===== src/pkg/fdd_pkg.sv =====
/*
 Constants for the standard diagnostics block builder: byte indices,
 status bit positions, reset values and sizes.
 Assumes a single core clock domain and a plain register port.
*/
package fdd_pkg;
  // Register indices on the plain port (byte address = index)
  localparam logic [3:0] REG_DIAG0 = 4'h0;
  localparam logic [3:0] REG_DIAG1 = 4'h1;
  localparam logic [3:0] REG_DIAG2 = 4'h2;
  localparam logic [3:0] REG_DIAG3 = 4'h3;
  localparam logic [3:0] REG_DIAG4 = 4'h4;
  localparam logic [3:0] REG_DIAG5 = 4'h5;
  localparam logic [3:0] REG_CTRL = 4'h6;
  localparam logic [3:0] REG_EVENT = 4'h7;
  localparam logic [3:0] REG_HDR = 4'h8;
  localparam logic [3:0] REG_DEVLEN = 4'h9;
  localparam logic [3:0] REG_IDENT = 4'hA;
  // Station status 1 bit positions
  localparam int SS1_FOREIGN_LOCK = 7;
  localparam int SS1_PARAM_BAD = 6;
  localparam int SS1_IMPLAUSIBLE = 5;
  localparam int SS1_UNSUPPORTED = 4;
  localparam int SS1_EXT_DIAG = 3;
  localparam int SS1_CFG_REJECT = 2;
  localparam int SS1_NOT_READY = 1;
  localparam int SS1_NODE_ABSENT = 0;
  // Station status 2 bit positions
  localparam int SS2_SYNC = 5;
  localparam int SS2_FREEZE = 4;
  localparam int SS2_WATCHDOG = 3;
  localparam int SS2_FROM_FOLLOWER = 2;
  localparam int SS2_HOLD = 1;
  localparam int SS2_REPARAM = 0;
  // Station status 3 bit position
  localparam int SS3_OVERFLOW = 7;
  // Control register bit positions
  localparam int CTL_EXT_DIAG = 0;
  localparam int CTL_NOT_READY = 1;
  localparam int CTL_WATCHDOG = 2;
  localparam int CTL_HOLD = 3;
  localparam int CTL_OVERFLOW = 4;
  localparam int CTL_DPV1 = 5;
  localparam int CTL_STATUS_VARIANT = 6;
  // Event register bit positions (write 1 to set, sticky; EVT_CLEAR_ALL clears EVT_PARAM_BAD and EVT_CFG_REJECT, not EVT_REPARAM, EVT_PARAM_OK unused)
  localparam int EVT_PARAM_BAD = 0;
  localparam int EVT_CFG_REJECT = 1;
  localparam int EVT_REPARAM = 2;
  localparam int EVT_PARAM_OK = 3;
  localparam int EVT_CLEAR_ALL = 4;
  // Reset values and sizes
  localparam logic [7:0] CTRL_ADDR_NONE = 8'h00_FF;
  localparam logic [15:0] IDENT_DEFAULT = 16'h0000_1234; // Arbitrary value
  localparam logic [5:0] DEVLEN_DEFAULT = 6'h00_06;
  localparam logic [1:0] HDR_TAG = 2'h0_0;
  localparam int LEN_BITS = 6;
  localparam int DIAG_BYTES = 6;
endpackage : fdd_pkg


===== src/rtl/fdd_diag_block.sv =====
/*
 Standard six-byte diagnostics block of a fieldbus follower plus the header
 of its device-specific diagnostics, all read over a plain register port.
 Assumes one core clock, synchronous reset, and that the bus stack feeds
 the parameterizing controller address and events from the same clock.
*/
`timescale 1ns/1ns
module fdd_diag_block
  import fdd_pkg::*;
#(
  parameter logic [15:0] IDENT_VALUE = IDENT_DEFAULT
) (
  // Clock and reset
  input wire logic core_clk,
  input wire logic srst,
  // Register port
  input wire logic [3:0] reg_addr,
  input wire logic [7:0] reg_wdata,
  input wire logic reg_wr,
  input wire logic reg_rd,
  output logic [7:0] reg_rdata,
  // Parameterization from the bus stack
  input wire logic param_done,
  input wire logic [7:0] param_ctrl_addr,
  // Parallel diagnostics image
  output logic [7:0] diag_ss1,
  output logic [7:0] diag_ss2,
  output logic [7:0] diag_ss3,
  output logic [7:0] diag_ctrl_addr,
  output logic [7:0] diag_ident_lo,
  output logic [7:0] diag_ident_hi,
  output logic [7:0] dev_hdr,
  // Delivery style: 1 = acknowledged interrupt
  output logic report_needs_ack
);
  logic [7:0] ctrl;
  logic [5:0] dev_len;
  logic param_bad;
  logic cfg_reject;
  logic reparam;
  logic [7:0] ctrl_addr;
  logic [7:0] next_ss1;
  logic [7:0] next_ss2;
  logic [7:0] next_ss3;
  logic [7:0] hdr_w;

  function automatic logic wr_hit(input logic [3:0] a, input logic [3:0] idx, input logic w);
    wr_hit = w && (a == idx);
  endfunction : wr_hit

  // Control register steers the status bits
  always_ff @(posedge core_clk) begin
    if (srst) begin
      ctrl <= 8'h00;
    end else if (wr_hit(reg_addr, REG_CTRL, reg_wr)) begin
      ctrl <= reg_wdata;
    end
  end

  // Length of the device-specific field
  always_ff @(posedge core_clk) begin
    if (srst) begin
      dev_len <= DEVLEN_DEFAULT;
    end else if (wr_hit(reg_addr, REG_DEVLEN, reg_wr)) begin
      dev_len <= reg_wdata[5:0];
    end
  end

  // Sticky bad-frame flag; new event beats clear
  always_ff @(posedge core_clk) begin
    if (srst) begin
      param_bad <= 1'b0;
    end else if (wr_hit(reg_addr, REG_EVENT, reg_wr) && reg_wdata[EVT_PARAM_BAD]) begin
      param_bad <= 1'b1;
    end else if (param_done || (wr_hit(reg_addr, REG_EVENT, reg_wr) && reg_wdata[EVT_CLEAR_ALL])) begin
      param_bad <= 1'b0;
    end
  end

  always_ff @(posedge core_clk) begin
    if (srst) begin
      cfg_reject <= 1'b0;
    end else if (wr_hit(reg_addr, REG_EVENT, reg_wr) && reg_wdata[EVT_CFG_REJECT]) begin
      cfg_reject <= 1'b1;
    end else if (param_done || (wr_hit(reg_addr, REG_EVENT, reg_wr) && reg_wdata[EVT_CLEAR_ALL])) begin
      cfg_reject <= 1'b0;
    end
  end

  // Reparameterization request, set from reset until served
  always_ff @(posedge core_clk) begin
    if (srst) begin
      reparam <= 1'b1;
    end else if (wr_hit(reg_addr, REG_EVENT, reg_wr) && reg_wdata[EVT_REPARAM]) begin
      reparam <= 1'b1;
    end else if (param_done) begin
      reparam <= 1'b0;
    end
  end

  always_ff @(posedge core_clk) begin
    if (srst) begin
      ctrl_addr <= CTRL_ADDR_NONE;
    end else if (param_done) begin
      ctrl_addr <= param_ctrl_addr;
    end else if (wr_hit(reg_addr, REG_EVENT, reg_wr) && reg_wdata[EVT_REPARAM]) begin
      ctrl_addr <= CTRL_ADDR_NONE;
    end
  end

  always_comb begin
    next_ss1 = 8'h00;
    next_ss1[SS1_PARAM_BAD] = param_bad;
    next_ss1[SS1_EXT_DIAG] = ctrl[CTL_EXT_DIAG];
    next_ss1[SS1_CFG_REJECT] = cfg_reject;
    next_ss1[SS1_NOT_READY] = ctrl[CTL_NOT_READY];
    next_ss2 = 8'h00;
    next_ss2[SS2_WATCHDOG] = ctrl[CTL_WATCHDOG];
    next_ss2[SS2_FROM_FOLLOWER] = 1'b1;
    // Static hold, masked by reparam priority
    next_ss2[SS2_HOLD] = ctrl[CTL_HOLD] && !reparam;
    next_ss2[SS2_REPARAM] = reparam;
    next_ss3 = 8'h00;
    next_ss3[SS3_OVERFLOW] = ctrl[CTL_OVERFLOW];
  end

  always_ff @(posedge core_clk) begin
    if (srst) begin
      diag_ss1 <= 8'h00;
      diag_ss2 <= 8'h00;
      diag_ss3 <= 8'h00;
      diag_ctrl_addr <= CTRL_ADDR_NONE;
      diag_ident_lo <= 8'h00;
      diag_ident_hi <= 8'h00;
    end else begin
      diag_ss1 <= next_ss1;
      diag_ss2 <= next_ss2;
      diag_ss3 <= next_ss3;
      diag_ctrl_addr <= ctrl_addr;
      diag_ident_lo <= IDENT_VALUE[7:0];
      diag_ident_hi <= IDENT_VALUE[15:8];
    end
  end

  always_ff @(posedge core_clk) begin
    if (srst) begin
      report_needs_ack <= 1'b0;
    end else begin
      report_needs_ack <= ctrl[CTL_DPV1];
    end
  end

  fdd_hdr_byte #(
    .LW(LEN_BITS)
  ) u_hdr (
    .core_clk(core_clk),
    .srst(srst),
    .field_len(dev_len),
    .hdr_byte(hdr_w)
  );

  always_ff @(posedge core_clk) begin
    if (srst) begin
      dev_hdr <= {HDR_TAG, DEVLEN_DEFAULT};
    end else begin
      dev_hdr <= hdr_w;
    end
  end

  // Read data one cycle after the strobe; unmapped reads as zero
  always_ff @(posedge core_clk) begin
    if (srst) begin
      reg_rdata <= 8'h00;
    end else if (reg_rd) begin
      unique case (reg_addr)
        REG_DIAG0: reg_rdata <= diag_ss1;
        REG_DIAG1: reg_rdata <= diag_ss2;
        REG_DIAG2: reg_rdata <= diag_ss3;
        REG_DIAG3: reg_rdata <= diag_ctrl_addr;
        REG_DIAG4: reg_rdata <= diag_ident_lo;
        REG_DIAG5: reg_rdata <= diag_ident_hi;
        REG_CTRL: reg_rdata <= ctrl;
        REG_HDR: reg_rdata <= dev_hdr;
        REG_DEVLEN: reg_rdata <= {2'b00, dev_len};
        REG_IDENT: reg_rdata <= {1'b0, ctrl[CTL_STATUS_VARIANT], 6'h00};
        default: reg_rdata <= 8'h00;
      endcase
    end else begin
      reg_rdata <= 8'h00;
    end
  end

  property p_absent_zero;
    @(posedge core_clk) disable iff (srst)
    1'b1 |=> !diag_ss1[SS1_NODE_ABSENT] && !diag_ss1[SS1_FOREIGN_LOCK]
      && !diag_ss1[SS1_IMPLAUSIBLE] && !diag_ss1[SS1_UNSUPPORTED];
  endproperty
  a_absent_zero: assert property (p_absent_zero) else $error("controller bits driven");

  property p_origin_one;
    @(posedge core_clk) disable iff (srst)
    !$past(srst) |-> diag_ss2[SS2_FROM_FOLLOWER] && !diag_ss2[SS2_SYNC] && !diag_ss2[SS2_FREEZE];
  endproperty
  a_origin_one: assert property (p_origin_one) else $error("status 2 fixed bits wrong");

  property p_reparam_prio;
    @(posedge core_clk) disable iff (srst)
    diag_ss2[SS2_REPARAM] |-> !diag_ss2[SS2_HOLD];
  endproperty
  a_reparam_prio: assert property (p_reparam_prio) else $error("hold beside reparam");

  property p_reserved;
    @(posedge core_clk) disable iff (srst)
    (diag_ss3[6:0] == 7'h00) && !diag_ss2[6] && !diag_ss2[7];
  endproperty
  a_reserved: assert property (p_reserved) else $error("reserved bit set");

  property p_bad_frame;
    @(posedge core_clk) disable iff (srst)
    (reg_wr && reg_addr == REG_EVENT && reg_wdata[EVT_PARAM_BAD]) |=> ##1 diag_ss1[SS1_PARAM_BAD];
  endproperty
  a_bad_frame: assert property (p_bad_frame) else $error("bad frame not flagged");

  property p_cfg_rej;
    @(posedge core_clk) disable iff (srst)
    (reg_wr && reg_addr == REG_EVENT && reg_wdata[EVT_CFG_REJECT]) |=> ##1 diag_ss1[SS1_CFG_REJECT];
  endproperty
  a_cfg_rej: assert property (p_cfg_rej) else $error("config reject lost");

  property p_addr;
    @(posedge core_clk) disable iff (srst)
    param_done |=> ##1 (diag_ctrl_addr == $past(param_ctrl_addr, 2));
  endproperty
  a_addr: assert property (p_addr) else $error("controller address wrong");

  property p_ident;
    @(posedge core_clk) disable iff (srst)
    !$past(srst) |-> diag_ident_hi == IDENT_VALUE[15:8] && diag_ident_lo == IDENT_VALUE[7:0];
  endproperty
  a_ident: assert property (p_ident) else $error("identifier order wrong");

  property p_watchdog;
    @(posedge core_clk) disable iff (srst)
    (reg_wr && reg_addr == REG_CTRL) |=> ##1 (diag_ss2[SS2_WATCHDOG] == $past(reg_wdata[CTL_WATCHDOG], 2));
  endproperty
  a_watchdog: assert property (p_watchdog) else $error("watchdog bit wrong");

  property p_ext_diag;
    @(posedge core_clk) disable iff (srst)
    (reg_wr && reg_addr == REG_CTRL) |=> ##1 (diag_ss1[SS1_EXT_DIAG] == $past(reg_wdata[CTL_EXT_DIAG], 2));
  endproperty
  a_ext_diag: assert property (p_ext_diag) else $error("extended diagnostics bit wrong");

  property p_not_ready;
    @(posedge core_clk) disable iff (srst)
    (reg_wr && reg_addr == REG_CTRL) |=> ##1 (diag_ss1[SS1_NOT_READY] == $past(reg_wdata[CTL_NOT_READY], 2));
  endproperty
  a_not_ready: assert property (p_not_ready) else $error("not ready bit wrong");

  property p_overflow;
    @(posedge core_clk) disable iff (srst)
    (reg_wr && reg_addr == REG_CTRL) |=> ##1 (diag_ss3[SS3_OVERFLOW] == $past(reg_wdata[CTL_OVERFLOW], 2));
  endproperty
  a_overflow: assert property (p_overflow) else $error("overflow bit wrong");

  property p_ack_style;
    @(posedge core_clk) disable iff (srst)
    (reg_wr && reg_addr == REG_CTRL) |=> ##1 (report_needs_ack == $past(reg_wdata[CTL_DPV1], 2));
  endproperty
  a_ack_style: assert property (p_ack_style) else $error("delivery style wrong");
endmodule : fdd_diag_block


===== src/rtl/fdd_hdr_byte.sv =====
/*
 Builds the header byte of the device-specific diagnostics field.
 Assumes the length is already clamped by the caller.
*/
`timescale 1ns/1ns
module fdd_hdr_byte
  import fdd_pkg::*;
#(
  parameter int LW = LEN_BITS
) (
  // Clock and reset
  input wire logic core_clk,
  input wire logic srst,
  // Field length including header
  input wire logic [LW-1:0] field_len,
  // Header byte
  output logic [7:0] hdr_byte
);
  // Two tag bits leave exactly six for the length
  if (LW != LEN_BITS) begin : g_bad_lw
    $error("fdd_hdr_byte: length field must be 6 bits");
  end

  always_ff @(posedge core_clk) begin
    if (srst) begin
      hdr_byte <= {HDR_TAG, DEVLEN_DEFAULT};
    end else begin
      hdr_byte <= {HDR_TAG, field_len};
    end
  end

  property p_hdr_tag;
    @(posedge core_clk) disable iff (srst)
    !$past(srst) |-> (hdr_byte[7:6] == 2'b00) && (hdr_byte[5:0] == $past(field_len));
  endproperty
  a_hdr_tag: assert property (p_hdr_tag) else $error("header byte wrong");
endmodule : fdd_hdr_byte


===== config.mk =====
export PLATFORM = sky130hd
export DESIGN_NAME = fdd_diag_block
export DESIGN_NICKNAME = d
export VERILOG_FILES = /design/src/pkg/fdd_pkg.sv /design/src/rtl/fdd_diag_block.sv /design/src/rtl/fdd_hdr_byte.sv
export SDC_FILE = /design/constraint.sdc
export NUM_CORES = 1
export LEC_CHECK = 0
export ABC_AREA = 1
export BUFFER_PORTS_ARGS = -buffer_cell sky130_fd_sc_hd__buf_2
export CAP_MARGIN = 0
export CELL_PAD_IN_SITES_DETAIL_PLACEMENT = 1
export CELL_PAD_IN_SITES_GLOBAL_PLACEMENT = 2
export CORE_ASPECT_RATIO = 0.7
export CORE_UTILIZATION = 29
export DETAILED_ROUTE_END_ITERATION = 8
export PLACE_DENSITY_LB_ADDON = 0.1
export SLEW_MARGIN = 20
export SYNTH_ARGS = -nofsm -noshare
export SYNTH_HDL_FRONTEND = slang
export SYNTH_SLANG_ARGS = --single-unit

===== constraint.sdc =====
create_clock -name core_clk -period 2.5 [get_ports core_clk]
set_input_delay 0.375 -clock core_clk [delete_from_list [all_inputs] [get_ports core_clk]]
set_output_delay 0.375 -clock core_clk [all_outputs]
set_load 0.01 [all_outputs]

==> summary.md <==
| Metric | Value |
|---|---|
| WP buf/inv | 1 |
| Vias in the first global route | 2,136 |
| Max Freq | 702.9 MHz |
| CTS root buf | clkbuf_16 |
| Initial antenna violation count | 0 |
| Top-Level Pins | 90 |
| FP Rows | 28 |
| Crit Path Max Fanout | 10 |
| CP arrival | 1050 ps |
| Hold Crit Class | in -> reg |
| Sw frac | 24.55% |
| Worst vdd ir | 0.3023 mV |
| Vias per cell | 4.201 |
| Synth Area in XOR/XNOR | 0% |
| Synth Instances | 346 |
| Final worst path period share | 56.90% |
| Post-route setup TNS | 0 ps |
| Core region area | 0.008583 mm2 |
| DR vias | 2,239 |
| Drt total wl | 7195 um |
| Yosys reg bits | 63 |
| Yosys cell types | 23 |
| Chip Height | 81.39 um |
| Max-slew violation count | 0 |
| CP cell instances | buf_2 |
| Final hold vios | 0 |
| Remaining DRCs | 0 |
| Hold buffers post-CTS | 0 |
| CP max stage delay | 520 ps |
| Power per cell area | 741.0 mW/mm2 |
| Die Span X | 115.4 um |
| Synth Area in Compound Gates | 7.092% |
| Slew @ Worst Pin | 671.3 ps |
| Seq/Total Area, Yosys | 48.30% |
| RePlAce Congestion | 0.7364 |
| Top FF cell, synth | dfxtp_1 |
| Synthesized area | 0.002611 mm2 |
| CTS buffer count | 9 |
| Final Critical Period | 1423 ps |
| Commonest non-fill, non-tap cell in the layout | dfxtp_1 |
| Post-synth ARST share | 0% |
| Post-CTS setup buffers | 0 |
| Post-synthesis simple-gate area fraction | 26.16% |
| CP Capture Type | output port |
| Post-DP HPWL | 5626 um |
| RSZ-0062 raised after global routing | false |
| Clock Sinks | 63 |
| Port buffer count | 61 |
| Share of layout cells above drive strength 1 | 24.21% |
| First-pass GRT wire length | 11,180 um |
| Aggregate global routing overflow | 0 |
| # resized after CTS | 0 |
| Placed Cells | 517 |
| Filler instances | 1,080 |
| Number of synthesized flops with an enable pin | 0 |
| Area Overhead vs Synth | 21.80% |
| Slowest-stage cell, CP | dfxtp_1 |
| Status | finished, final reports clean |
| Nature of the critical path startpoint | flip-flop |
| Sequential share of power | 44.4% |
| Post-synthesis mux area share | 0% |
| Logic pwr share | 7.6% |
| P_int | 0.001778 W |
| Final ANT Viol Nets | 0 |
| Initial Util | 30.42% |
| Final #Nets | 433 |
| Crit path kind | reg -> out |
| Power share of the clock group | 48.1% |
| Post-synthesis adder-cell area fraction | 0% |
| Largest family of logic cells by synthesized area | simple AND/OR/NAND/NOR gates |
| Initial DRC Count | 80 |
| Synthesized area per cell | 7.547 um2 |
| Non-filler cells, final | 533 |
| Clock Skews | 8.092 ps |
| Pre-Repair DR Iteration Count | 4 |
| Clk_lat worst skew | 330 ps |
| Die area | 0.009394 mm2 |
| Avg WL per Cell | 13.50 um |
| Leakage | 1.528 nW |
| CTS tree | done |
| Deepest clock path buffer count | 2 |
| Max_cap viols | 0 |
| ANT cells | 0 |
| YS warnings | 0 |
| H-tree level count | 3 |
| Worst EP required | 2120 ps |
| Final-report setup violation count | 0 |
| Largest net degree at the start of global routing | 31 |
| Largest delay share family, worst path | flip-flops |
| Max_slew headroom | 55.08% |
| Net Switching | 0.0005786 W |
| Clk slew on worst S/H paths | 50 ps |
| Hold Slack | 265.8 ps |
| Most frequent cells in the layout | dfxtp_1, buf_2, nand2_1, inv_1, nor2_1 |
| GRT Util Overall | 16.60% |
-- power by group through the flow --
stage | registers [W] | clock network (W) | logic, W
final | 0.00105 | 0.00113 | 0.000179
after global routing | 0.00105 | 0.00121 | 0.000203
after CTS | 0.00105 | 0.00117 | 0.000181
after detailed placement | 0.00107 | 0 | 0.000180
after global placement | 0.00107 | 0 | 0.000179
after floorplan | 0.00107 | 0 | 0.000137
-- cell usage after synthesis (2+ instances only) --
cell	instances	area, um2
nand2_1	60	225.2
clkbuf_1	4	15.01
inv_2	4	15.01
inv_1	48	180.2
o21ai_2	2	17.52
a21oi_1	18	90.09
o21ai_0	6	30.03
dfxtp_1	63	1261
nand3_1	36	180.2
or2_2	2	12.51
o21ai_1	8	40.04
buf_4	33	247.7
nor2_1	42	157.7
nor2_2	7	43.79
nand2_2	5	31.28
-- path summary, 6_finish.rpt --
check                           cells past startpoint          endpoint              start  slack (ps)
worst max-delay path                                1  diag_ident_hi[4]   diag_ident_hi[1]        1080
worst min-delay path                                2           reparam         param_done         270
worst min register to register                      2        dev_hdr[3]  u_hdr.hdr_byte[3]         400
worst max register to register                      4      reg_rdata[2]   diag_ident_hi[1]        1460
-- cell families after synthesis --
kind of cell | Yosys count
other | 1
flip-flops | 63
AND/OR/NAND/NOR | 155
buffers and inverters | 92
AO/OA/AOI/OAI | 35
-- registers in the layout, summed over array words and instances, names as in the netlist --
register / count
diag_ctrl_addr: 8
reg_rdata: 8
ctrl: 8
diag_ss1: 4
dev_len: 6
cfg_reject: 1
diag_ss2: 3
ctrl_addr: 8
report_needs_ack: 1
u_hdr.hdr_byte: 6
reparam: 1
param_bad: 1
diag_ident_hi: 1
diag_ss3: 1
dev_hdr: 6
-- layout make-up --
class / count / area, um2 / share of cell area, %
Sequential cell: 63 / 1261 / 39.65
Inverter: 53 / 198.9 / 6.255
Multi-Input combinational cell: 218 / 973.4 / 30.61
Clock buffer: 11 / 242.7 / 7.632
Timing Repair Buffer: 63 / 320.3 / 10.07
Tap cell: 120 / 150.1 / 4.721
Clock inverter: 5 / 33.78 / 1.062
-- stage by stage --
step | total power [W] | util (%) | worst slack [ps] | instance area, um2
6_report | 0.002357 | 37.06 | 1077 | 3181
5_1_grt | 0.002460 | 37.06 | 1016 | 3181
4_1_cts | 0.002397 | 37.06 | 1058 | 3181
3_5_place_dp | 0.001247 | 33.83 | 858.1 | 2904
3_3_place_gp | 0.001245 | 33.83 | 876.3 | 2904
2_1_floorplan | 0.001205 | - | 1349 | 2713
-- routing by layer --
layer	vias up	track usage (%)	routed length, um
met5	-	0	0
met4	0	5.455	49
met3	5	4.851	341
met2	62	24.61	3052
met1	1039	22.93	3752
li1	1133	-	-
No activity file was read; power rests on OpenSTA's default activity.
